**src/design/reset_supervisor_regs.vh**
```
// Constants for the reset, watchdog and supply supervisor
// What this block does
// Reset level zero returns power-on, hardware and switch-off class registers to defaults.
// Reset level one reinitialises hardware and switch-off classes, keeps power-on class.
// Reset level two reinitialises only the switch-off class; the code reinitialises every register except the POR class, as at level one.
// Power-on reset is raised on the move from no-supply into backup.
// OFF request with hardware reset applies level one and runs the shutdown sequence.
// OFF request without hardware reset applies level two and runs the shutdown sequence.
// Warm restart pin runs off-to-active from ACTIVE or SLEEP, ends in ACTIVE.
// Each regulator reloads or keeps its level on warm restart per its select bit.
// External reset input gates power-on requests and is a programmable switch-off event.
// Periodic watchdog raises its interrupt when the counter equals one.
// Periodic watchdog shuts down at N only if the interrupt was not cleared.
// Clearing does not reset the periodic counter; it wraps to zero after N.
// Watchdog counter held at zero while processor reset output is low.
// Interrupt mode: any source restarts the counter; shutdown if line still high at N.
// Host clears sources within N; then the count is discarded and no shutdown.
// Watchdog is disabled after reset until software enables it.
// Stay in no-supply below power-on threshold; go to backup above it.
// Backup to OFF above low threshold; ACTIVE, SLEEP or OFF to backup below it.
// Active-to-backup shuts regulators except RTC at once with crystal, else after 180 us.
// OFF to ACTIVE allowed only while the monitor reports supply above startup threshold.
// Monitor comparator disabled automatically after start-up; software may re-enable it.
// Wait 125 us after one monitor interrupt before raising another.
// Watchdog enable, mode and period N are software settings read by the counter.
`ifndef RESET_SUPERVISOR_REGS_VH
`define RESET_SUPERVISOR_REGS_VH
`define LVL_POR 2'h0
`define LVL_HW 2'h1
`define LVL_SWO 2'h2
`define LVL_NONE 2'h3
`define WD_PERIOD_RST 8'h0A
`define WD_CTRL_RST 2'h0
`define MON_THR_RST 8'h00
`define CLK_MHZ 100
`define DEGLITCH_US 180
`define DEGLITCH_CYC (`DEGLITCH_US * `CLK_MHZ)
`define DEBOUNCE_US 125
`define DEBOUNCE_CYC (`DEBOUNCE_US * `CLK_MHZ)
`define SEQ_CYC 16'h0010
`endif

```
**src/design/reset_supervisor.v**
```verilog
// Reset-level, warm restart, watchdog and supply supervisor state machine
`timescale 1ns/1ps
`include "reset_supervisor_regs.vh"
module reset_supervisor #(
   parameter NREG = 4,
   parameter WD_W = 8,
   parameter DEGLITCH_CYC = `DEGLITCH_CYC,
   parameter DEBOUNCE_CYC = `DEBOUNCE_CYC
)(
   // Clock and reset
   input wire ref_clk,
   input wire resetn,
   // Supply comparators
   input wire por_ok,
   input wire main_supply_input,
   input wire startup_ok,
   input wire monitor_raw,
   input wire xtal_present,
   // Requests
   input wire on_req,
   input wire off_req,
   input wire off_hardware_reset_level_cfg,
   input wire sleep_req,
   input wire warm_restart_pin_n,
   input wire ext_reset_in,
   input wire ext_reset_cold,
   input wire int_line,
   input wire wd_int_clear,
   // Software settings
   input wire wd_enable,
   input wire wd_int_mode,
   input wire [WD_W-1:0] wd_period,
   input wire wd_write,
   input wire [7:0] mon_thr_wdata,
   input wire mon_write,
   input wire mon_en_set,
   input wire [NREG-1:0] wr_select,
   input wire [NREG*8-1:0] nv_level,
   input wire [NREG*8-1:0] sw_level,
   input wire [NREG-1:0] sw_level_we,
   // Outputs
   output reg [5:0] state_ff,
   output reg [1:0] reset_level_ff,
   output reg reset_pulse_ff,
   output reg proc_reset_n_ff,
   output reg regulators_on_ff,
   output reg rtc_regulator_ff,
   output reg wd_int_ff,
   output reg wd_shutdown_ff,
   output reg mon_en_ff,
   output reg [7:0] mon_thr_ff,
   output reg mon_int_ff,
   output reg [NREG*8-1:0] reg_level_ff,
   output reg [1:0] wd_ctrl_ff,
   output reg [WD_W-1:0] wd_period_ff
);
   localparam S_NOSUP = 6'h01;
   localparam S_BACKUP = 6'h02;
   localparam S_OFF = 6'h04;
   localparam S_SEQ = 6'h08;
   localparam S_ACTIVE = 6'h10;
   localparam S_SLEEP = 6'h20;

   reg [5:0] nxt_state;
   reg [1:0] nxt_level;
   reg [15:0] seq_cnt_ff;
   reg [31:0] deg_cnt_ff;
   reg [31:0] deb_cnt_ff;
   reg [WD_W-1:0] wd_cnt_ff;
   reg wd_cleared_ff;
   reg int_line_d_ff;
   reg warm_d_ff;
   reg poweron_ff;
   reg warm_run_ff;
   reg mon_d_ff;
   reg off_seq_ff;
   wire lo = !main_supply_input;
   wire wd_shut;
   wire warm_edge = warm_d_ff && !warm_restart_pin_n;
   wire off_event = off_req | (ext_reset_in & ~ext_reset_cold);
   wire cold_event = ext_reset_in & ext_reset_cold;
   integer i;

   // Next state; supply loss overrides everything
   always @*
   begin
      nxt_state = state_ff;
      nxt_level = `LVL_NONE;
      case (state_ff)
         S_NOSUP:
            if (por_ok)
            begin
               nxt_state = S_BACKUP;
               nxt_level = `LVL_POR;
            end
         S_BACKUP:
            if (!por_ok)
               nxt_state = S_NOSUP;
            else if (main_supply_input)
               nxt_state = S_OFF;
         S_OFF:
            if (lo)
               nxt_state = S_BACKUP;
            else if (on_req && !ext_reset_in && startup_ok)
               nxt_state = S_SEQ;
         S_SEQ:
            if (lo)
               nxt_state = S_BACKUP;
            else if (seq_cnt_ff == `SEQ_CYC)
               nxt_state = off_seq_ff ? S_OFF : S_ACTIVE;
         S_ACTIVE, S_SLEEP:
            if (lo)
            begin
               if (xtal_present || deg_cnt_ff >= DEGLITCH_CYC)
                  nxt_state = S_BACKUP;
            end
            else if (off_event || wd_shut || cold_event)
            begin
               nxt_state = S_SEQ;
               nxt_level = (off_hardware_reset_level_cfg || cold_event) ? `LVL_HW : `LVL_SWO;
            end
            else if (warm_edge)
               nxt_state = S_SEQ;
            else if (state_ff == S_ACTIVE && sleep_req)
               nxt_state = S_SLEEP;
            else if (state_ff == S_SLEEP && !sleep_req)
               nxt_state = S_ACTIVE;
         default:
            nxt_state = S_NOSUP;
      endcase
   end

   // Watchdog shutdown: periodic mode needs an uncleared period, interrupt mode a live line
   assign wd_shut = wd_ctrl_ff[0] && proc_reset_n_ff && (wd_cnt_ff == wd_period_ff) &&
      (wd_ctrl_ff[1] ? int_line : !wd_cleared_ff);

   always @(posedge ref_clk or negedge resetn)
   begin
      if (!resetn)
      begin
         state_ff <= S_NOSUP;
         reset_level_ff <= `LVL_NONE;
         reset_pulse_ff <= 1'b0;
         proc_reset_n_ff <= 1'b0;
         regulators_on_ff <= 1'b0;
         rtc_regulator_ff <= 1'b0;
         seq_cnt_ff <= 16'h0000;
         deg_cnt_ff <= 32'h00000000;
         off_seq_ff <= 1'b0;
         warm_run_ff <= 1'b0;
         warm_d_ff <= 1'b1;
         poweron_ff <= 1'b0;
      end
      else
      begin
         state_ff <= nxt_state;
         warm_d_ff <= warm_restart_pin_n;
         reset_pulse_ff <= nxt_level != `LVL_NONE;
         if (nxt_level != `LVL_NONE)
            reset_level_ff <= nxt_level;
         rtc_regulator_ff <= state_ff != S_NOSUP;
         deg_cnt_ff <= (lo && (state_ff == S_ACTIVE || state_ff == S_SLEEP)) ? deg_cnt_ff + 32'h1 : 32'h0;
         poweron_ff <= 1'b0;
         if (nxt_state == S_SEQ && state_ff != S_SEQ)
         begin
            seq_cnt_ff <= 16'h0000;
            off_seq_ff <= (state_ff != S_OFF) && !warm_edge;
            warm_run_ff <= (state_ff != S_OFF) && warm_edge;
            proc_reset_n_ff <= 1'b0;
         end
         else if (state_ff == S_SEQ)
            seq_cnt_ff <= seq_cnt_ff + 16'h1;
         if (nxt_state == S_ACTIVE && state_ff == S_SEQ)
         begin
            proc_reset_n_ff <= 1'b1;
            regulators_on_ff <= 1'b1;
            poweron_ff <= 1'b1;
         end
         // All but the RTC regulator drop together
         if (nxt_state == S_BACKUP || nxt_state == S_OFF)
         begin
            regulators_on_ff <= 1'b0;
            proc_reset_n_ff <= 1'b0;
         end
      end
   end

   // Register classes: POR class cleared only at level zero, all other registers at levels zero, one and two
   always @(posedge ref_clk or negedge resetn)
   begin
      if (!resetn)
      begin
         mon_thr_ff <= `MON_THR_RST;
         mon_en_ff <= 1'b1;
         wd_ctrl_ff <= `WD_CTRL_RST;
         wd_period_ff <= `WD_PERIOD_RST;
         reg_level_ff <= {NREG*8{1'b0}};
      end
      else
      begin
         if (reset_pulse_ff && reset_level_ff == `LVL_POR)
            mon_thr_ff <= `MON_THR_RST;
         else if (mon_write)
            mon_thr_ff <= mon_thr_wdata;
         if (reset_pulse_ff && reset_level_ff != `LVL_NONE)
         begin
            wd_ctrl_ff <= `WD_CTRL_RST;
            wd_period_ff <= `WD_PERIOD_RST;
            mon_en_ff <= 1'b1;
            reg_level_ff <= nv_level;
         end
         else
         begin
            if (wd_write)
            begin
               wd_ctrl_ff <= {wd_int_mode, wd_enable};
               wd_period_ff <= wd_period;
            end
            if (poweron_ff)
               mon_en_ff <= 1'b0;
            else if (mon_en_set)
               mon_en_ff <= 1'b1;
            for (i = 0; i < NREG; i = i + 1)
            begin
               if (poweron_ff && warm_run_ff)
               begin
                  if (wr_select[i])
                     reg_level_ff[i*8 +: 8] <= nv_level[i*8 +: 8];
               end
               else if (sw_level_we[i])
                  reg_level_ff[i*8 +: 8] <= sw_level[i*8 +: 8];
            end
         end
      end
   end

   // Watchdog counter and interrupt
   always @(posedge ref_clk or negedge resetn)
   begin
      if (!resetn)
      begin
         wd_cnt_ff <= {WD_W{1'b0}};
         wd_int_ff <= 1'b0;
         wd_cleared_ff <= 1'b0;
         wd_shutdown_ff <= 1'b0;
         int_line_d_ff <= 1'b0;
      end
      else
      begin
         int_line_d_ff <= int_line;
         wd_shutdown_ff <= wd_shut && state_ff != S_SEQ;
         if (!proc_reset_n_ff || !wd_ctrl_ff[0])
         begin
            wd_cnt_ff <= {WD_W{1'b0}};
            wd_int_ff <= 1'b0;
            wd_cleared_ff <= 1'b0;
         end
         else if (wd_ctrl_ff[1])
         begin
            wd_int_ff <= 1'b0;
            if (int_line && !int_line_d_ff)
               wd_cnt_ff <= {{WD_W-1{1'b0}}, 1'b1};
            else if (!int_line)
               wd_cnt_ff <= {WD_W{1'b0}};
            else if (wd_cnt_ff != wd_period_ff)
               wd_cnt_ff <= wd_cnt_ff + 1'b1;
         end
         else
         begin
            wd_cnt_ff <= (wd_cnt_ff >= wd_period_ff) ? {WD_W{1'b0}} : wd_cnt_ff + 1'b1;
            if (wd_cnt_ff == {{WD_W-1{1'b0}}, 1'b1})
            begin
               wd_int_ff <= 1'b1;
               wd_cleared_ff <= 1'b0;
            end
            else if (wd_int_clear)
            begin
               wd_int_ff <= 1'b0;
               wd_cleared_ff <= 1'b1;
            end
         end
      end
   end

   // Monitor interrupt with dead time, since the comparator has no hysteresis
   always @(posedge ref_clk or negedge resetn)
   begin
      if (!resetn)
      begin
         mon_d_ff <= 1'b0;
         mon_int_ff <= 1'b0;
         deb_cnt_ff <= 32'h00000000;
      end
      else
      begin
         mon_d_ff <= monitor_raw;
         mon_int_ff <= 1'b0;
         if (deb_cnt_ff != 32'h0)
            deb_cnt_ff <= deb_cnt_ff - 32'h1;
         else if (mon_en_ff && monitor_raw != mon_d_ff)
         begin
            mon_int_ff <= 1'b1;
            deb_cnt_ff <= DEBOUNCE_CYC;
         end
      end
   end
endmodule

```
**config.mk**
```make
export PLATFORM = sky130hd
export DESIGN_NAME = reset_supervisor
export DESIGN_NICKNAME = d
export VERILOG_FILES = /design/src/design/reset_supervisor.v
export VERILOG_INCLUDE_DIRS = /design/src /design/src/design
export SDC_FILE = /design/constraint.sdc
export NUM_CORES = 1
export LEC_CHECK = 0
export BUFFER_PORTS_ARGS = -buffer_cell sky130_fd_sc_hd__buf_2
export CAP_MARGIN = 20
export CORE_ASPECT_RATIO = 2
export CORE_UTILIZATION = 50
export CTS_CLUSTER_DIAMETER = 100
export DETAILED_ROUTE_END_ITERATION = 10
export PLACE_DENSITY = 0.73
export SKIP_CTS_REPAIR_TIMING = 1
export SLEW_MARGIN = 20
export SYNTH_ARGS = -nofsm -noshare
export SYNTH_HDL_FRONTEND = slang
export SYNTH_SLANG_ARGS = --single-unit
```
**constraint.sdc**
```tcl
create_clock -name ref_clk -period 2.1 [get_ports ref_clk]
set_input_delay 0.63 -clock ref_clk [delete_from_list [all_inputs] [get_ports ref_clk]]
set_output_delay 0.63 -clock ref_clk [all_outputs]
set_load 0.05 [all_outputs]
```
Word-level counts from Yosys, hierarchy flattened
Cells that the tools add are included.
W data, S select, Z words.
{"block": "totals", "inputBits": 109, "regBits": 161}
{"block": "classes", "n_eq_ne": 26, "add_sub_neg": 4, "bitwise": 4, "n_lt_le_gt_ge": 2, "mux": 70, "n_reduce_logical": 56}
{"operator": "$mux W8", "n": 22}
{"operator": "$mux W32", "n": 4}
{"operator": "$mux W6", "n": 13}
{"operator": "$add A32 B1 Y32 const B", "n": 1}
{"operator": "$ge A32 B15 Y1 const B", "n": 1}
{"operator": "$mux W16", "n": 2}
{"operator": "$reduce_bool A32 Y1", "n": 1}
{"operator": "$sub A32 B1 Y32 const B", "n": 1}
{"operator": "$pmux W6 S5", "n": 1}
{"operator": "$reduce_bool A3 Y1", "n": 7}
{"operator": "$mux W1", "n": 20}
{"operator": "$logic_and A1 B1 Y1", "n": 19}
{"operator": "$add A16 B1 Y16 const B", "n": 1}
{"operator": "$eq A16 B5 Y1 const B", "n": 1}
{"operator": "$eq A6 B2 Y1 const B", "n": 2}
{"operator": "$eq A6 B3 Y1 const B", "n": 2}
{"operator": "$eq A6 B4 Y1 const B", "n": 2}
{"operator": "$eq A6 B5 Y1 const B", "n": 2}
{"operator": "$mux W2", "n": 6}
{"operator": "$ne A3 B3 Y1 const B", "n": 4}
{"operator": "$reduce_and A2 Y1", "n": 5}
{"operator": "$reduce_bool A2 Y1", "n": 5}
{"operator": "$logic_not A1 Y1", "n": 9}
{"operator": "$add A8 B1 Y8 const B", "n": 1}
{"operator": "22 further kinds", "n": 30}

Logic depth before layout (Yosys ltp)
{"block": "logic_depth", "ltp_word": 13, "ltp_mapped": 8, "depth_no_buf": 7}

Least setup slack after synthesis
No wires, ideal clock.
{"block": "synth_timing", "path_kind": "register -> register", "startpoint": "register state_ff[1]", "endpoint": "register state_ff[5]", "arrival_ns": 2.287, "required_ns": 2.034, "setup_ns": 0.066, "slack_ns": -0.254, "path_buffers": 2, "path_stages_with_launch": 8, "cell_sequence": "dfrtp_1 > buf_6 > or4_4 > or3_1 > buf_2 > nor4_4 > a211o_1 > a22o_1"}
{"block": "synth_between", "elab_chain_cells": 8, "elab_cells_between_ends": 15}
{"item": "from (decl)", "line": "reset_supervisor.v:42", "text": "output reg [5:0] state_ff,"}
{"item": "from (signal assigned)", "line": "reset_supervisor.v:156", "text": "state_ff <= nxt_state;"}
{"item": "$eq A6 B6 Y1", "line": "reset_supervisor.v:89, reset_supervisor.v:126"}
{"item": "$logic_and A1 B1 Y1", "line": "reset_supervisor.v:126", "text": "else if (state_ff == S_SLEEP && !sleep_req)"}
{"item": "$mux W6", "line": "reset_supervisor.v:126"}
{"item": "$mux W6", "line": "reset_supervisor.v:124", "text": "else if (state_ff == S_ACTIVE && sleep_req)"}
{"item": "$mux W6", "line": "reset_supervisor.v:122", "text": "else if (warm_edge)"}
{"item": "$mux W6", "line": "reset_supervisor.v:117", "text": "else if (off_event || wd_shut || cold_event)"}
{"item": "$mux W6", "line": "reset_supervisor.v:112", "text": "if (lo)"}
{"item": "$pmux W6 S5 *", "line": "reset_supervisor.v:89", "text": "case (state_ff)"}
{"item": "named net nxt_state[5]", "line": "reset_supervisor.v:64", "text": "reg [5:0] nxt_state;"}
Mark *: on every way through the listed nets, which the timed path passes. The rest lies on a longest branch.
A chain may end at the register's enable or synchronous reset.

Final worst setup path
{"block": "layout_timing", "startpoint": "register wd_period_ff[1]", "endpoint": "register state_ff[4]"}
{"block": "layout_between", "elab_chain_cells": 8}
{"item": "from (decl)", "line": "reset_supervisor.v:55", "text": "output reg [WD_W-1:0] wd_period_ff"}
{"item": "from (signal assigned)", "line": "reset_supervisor.v:196", "text": "wd_period_ff <= `WD_PERIOD_RST;"}
{"item": "from (signal assigned)", "line": "reset_supervisor.v:208", "text": "wd_period_ff <= `WD_PERIOD_RST;"}
{"item": "from (signal assigned)", "line": "reset_supervisor.v:217", "text": "wd_period_ff <= wd_period;"}
{"item": "$eq A8 B8 Y1", "line": "reset_supervisor.v:134", "text": "assign wd_shut = wd_ctrl_ff[0] && proc_reset_n_ff && (wd_cnt_ff == wd_period_ff) &&"}
{"item": "$logic_and A1 B1 Y1 (2 in series)", "line": "reset_supervisor.v:134"}
{"item": "$logic_or A1 B1 Y1 (2 in series)", "line": "reset_supervisor.v:117"}
{"item": "$mux W6", "line": "reset_supervisor.v:117"}
{"item": "$mux W6", "line": "reset_supervisor.v:112"}
{"item": "$pmux W6 S5", "line": "reset_supervisor.v:89"}
{"item": "named net nxt_state[4]", "line": "reset_supervisor.v:64"}
The timed path passes the listed nets, and every way through them passes these cells.

==> summary.md <==
| Metric | Value |
|---|---|
| Yosys warns | 0 |
| Final WL | 21050 um |
| Synth Area in Compound Gates | 9.201% |
| Power Dens Cells | 959.9 nW/um2 |
| DR pass1 iterations | 5 |
| Post-synthesis mux area share | 6.602% |
| Max Fclk | 0.4830 GHz |
| ANT nets after route | 0 |
| DIE AREA | 16920 um2 |
| Yosys top cell by area | dfrtp_1 |
| Number of max-cap violations | 0 |
| Slew headroom | 40.11% |
| Synthesized net count | 958 |
| Crit-path slowest cell | dfstp_2 |
| Later-pin clock latency in the skew report | 420 ps |
| Sequential area share after synthesis | 49.32% |
| Vias in the first global route | 7228 |
| RSZ-0062 raised after global routing | true |
| Critical path peak fanout | 3 |
| Async S/R FF share, synth | 100.0% |
| Library cells used by synthesis | 61 |
| Buffers on Ports | 174 |
| Non-Filler Instances | 1285 |
| Via density | 5.585 |
| Post-synth EDFFs | 0 |
| Routed len/inst | 16.38 um |
| Main combinational cell family by area after synthesis | simple AND/OR/NAND/NOR gates |
| Initial antenna violation count | 0 |
| Clock period minus worst slack | 2070 ps |
| Fin crit share | 98.59% |
| Leak Pwr | 4.904 nW |
| Clk sinks | 161 |
| Worst hold path class | input pin to async pin |
| DR DRC count | 0 |
| Clock Path Buffers | 2 |
| Filler instances | 1281 |
| Critical Path Max Stage Delay | 540 ps |
| Gpl congestion | 0.8715 |
| CTS H-tree lvls | 4 |
| Max IR drop VDD | 0.0006528 V |
| Buf+Inv Stages, Crit Path | 3 |
| DP HPWL | 15920 um |
| Rows | 65 |
| Post-Synth Simple-Gate Area | 23.15% |
| Worst-case clock skew | 9.573 ps |
| Synth top area share | 47.07% |
| Status | complete, no violations |
| Slew Viols, Final | 0 |
| Num CTS Buffers | 17 |
| GRT overflow | 0 |
| Die height | 183.0 um |
| Most common cell on crit path | buf_4 |
| Final setup fails | 0 |
| Vias | 7177 |
| Post-route cell area | 10610 um2 |
| Total track usage | 25.74% |
| Die X | 92.48 um |
| Largest net degree at the start of global routing | 48 |
| Adder-Cell Fraction of Synth Area | 2.445% |
| Top post-synthesis cells by area | dfrtp_1 47%, mux2i_1 6.6%, xnor2_1 4.5%, nand2_1 3.8%, nor2_1 3.6% |
| Kind of critical path | flip-flop to flip-flop |
| Setup crit end kind | flip-flop |
| Layout area overhead | 29.62% |
| CTS Root Cell | clkbuf_16 |
| Critical Path Source Type | flip-flop |
| CP required | 2410 ps |
| Worst-path cell chain | inv_2, ha_4, nand4_1, buf_4, a2111oi_4, buf_4, nand2b_1, nor4_1, a221o_1 |
| Delay-heaviest family, CP | flip-flops |
| Post-Syn Area | 8187 um2 |
| Post-synth top flop | dfrtp_1 |
| Reg2reg start | wd_period_ff[1] |
| Xor and xnor area share after synthesis | 6.205% |
| Nets | 1196 |
| Core Area | 15860 um2 |
| Slew @ Worst Pin | 896.3 ps |
| Global-route wire length before repair | 34180 um |
| Layout cells sized above 1 | 31.55% |
| Synthesis-stage register bit count | 161 |
| Final hold violations | 0 |
| Ant diodes | 0 |
| Most common cell after layout, fill and taps aside | buf_2 |
| Initial drt markers | 215 |
| Dpl cells | 1248 |
| CTS clk-pin slew, worst paths | 60 ps |
| CTS tree | done |
| Crit path from | wd_period_ff[1] |
| Cells after synthesis | 833 |
| Most frequent cells in the layout | 173 x buf_2, 147 x dfrtp_1, 81 x nand2_1 |
| Top-Level Pins | 175 |
| Crit path DAT | 2380 ps |
| Starting Density | 51.62% |
| Placed cell area | 9854 um2 |
| Post-Syn Area per Cell | 9.828 um2 |
path summary, 6_finish.rpt:
| check | to | slack, ps | cells past startpoint |
|---|---|---|---|
| hold / removal | reg_level_ff[17] | 110 | 1 |
| max in group asynchronous | warm_d_ff | 1360 | 2 |
| min in group ref_clk | warm_d_ff | 320 | 1 |
| hold reg to reg | reg_level_ff[30] | 470 | 2 |
| setup reg to reg | state_ff[4] | 30 | 9 |
| setup / recovery | state_ff[4] | 30 | 9 |
worst reg2reg max path, delay by kind of cell (launching register included):
family,cells,cell delay (ps)
AOI/OAI and AO/OA,2,460
adders and majority gates,1,260
buffers and inverters,3,410
DFF,1,540
and+or+nand+nor,3,280
area by class of cell:
cell class,count,area [um2],area share (%)
clock inverter,11,130.1,1.226
timing repair buffer,257,1536,14.48
multi-input combinational,608,4089,38.53
tap,201,251.5,2.370
clock buffer,21,460.4,4.339
sequential,161,4046,38.13
inverter,26,97.59,0.9197
cell usage after synthesis (3+ instances only):
cell and n:
a211oi_1 6, a21oi_1 29, and2_1 7, and3_1 12, and4_1 11, buf_1 4, buf_2 3, clkbuf_1 30
dfrtp_1 154, dfstp_2 7, ha_1 16, inv_1 26, mux2i_1 54, nand2_1 83, nand2b_1 10, nand3_1 26
nand4_1 30, nand4b_1 4, nor2_1 78, nor2b_1 6, nor3_1 30, nor3b_1 3, nor4_1 18, nor4b_1 7
o211ai_1 4, o21ai_0 50, o21ai_1 11, o31ai_1 3, or2_2 4, or3_1 10, or4_1 5, xnor2_1 42
xor2_1 16
through the flow:
stage	TNS [ps]	utilization [%]	setup slack [ps]	power (mW)	hold WS [ps]
after floorplan	-101.2	-	-42.66	5.997	334.4
after CTS	-83.49	65.86	-77.67	10.19	108.5
after detailed placement	-132.9	62.14	-87.62	7.090	461.0
final	0	66.91	29.66	10.19	113.9
after global placement	-51.42	62.14	-37.25	7.024	451.7
after global routing	-605.4	66.91	-65.87	10.66	124.7
registers in the layout, summed over array words and instances (netlist names), 2 cells and up:
register / flops
reset_level_ff: 2
deg_cnt_ff: 32
deb_cnt_ff: 32
mon_thr_ff: 8
reg_level_ff: 32
seq_cnt_ff: 16
wd_period_ff: 8
state_ff: 6
wd_ctrl_ff: 2
wd_cnt_ff: 8
where the power goes:
group / total (mW) / internal, mW / switching [mW]
clock: 3.08 / 1.82 / 1.26
combinational: 3.19 / 1.09 / 2.10
sequential: 3.91 / 3.57 / 0.342
logic make-up after synthesis:
| logic type | after synthesis |
|---|---|
| XOR/XNOR | 58 |
| multiplexers | 54 |
| AO/OA/AOI/OAI | 124 |
| adder cells (fa/ha/maj) | 16 |
| AND/OR/NAND/NOR | 356 |
| buffers and inverters | 64 |
| flip-flops | 161 |
metal layers:
layer	GRT usage [%]	vias up	part of all wire, %
met5	0	-	0
met4	12.31	0	3.3
met3	4.187	51	4.0
met2	47.20	220	55
met1	28.31	3472	38
li1	-	3434	-
No activity file was read; power rests on OpenSTA's default activity.
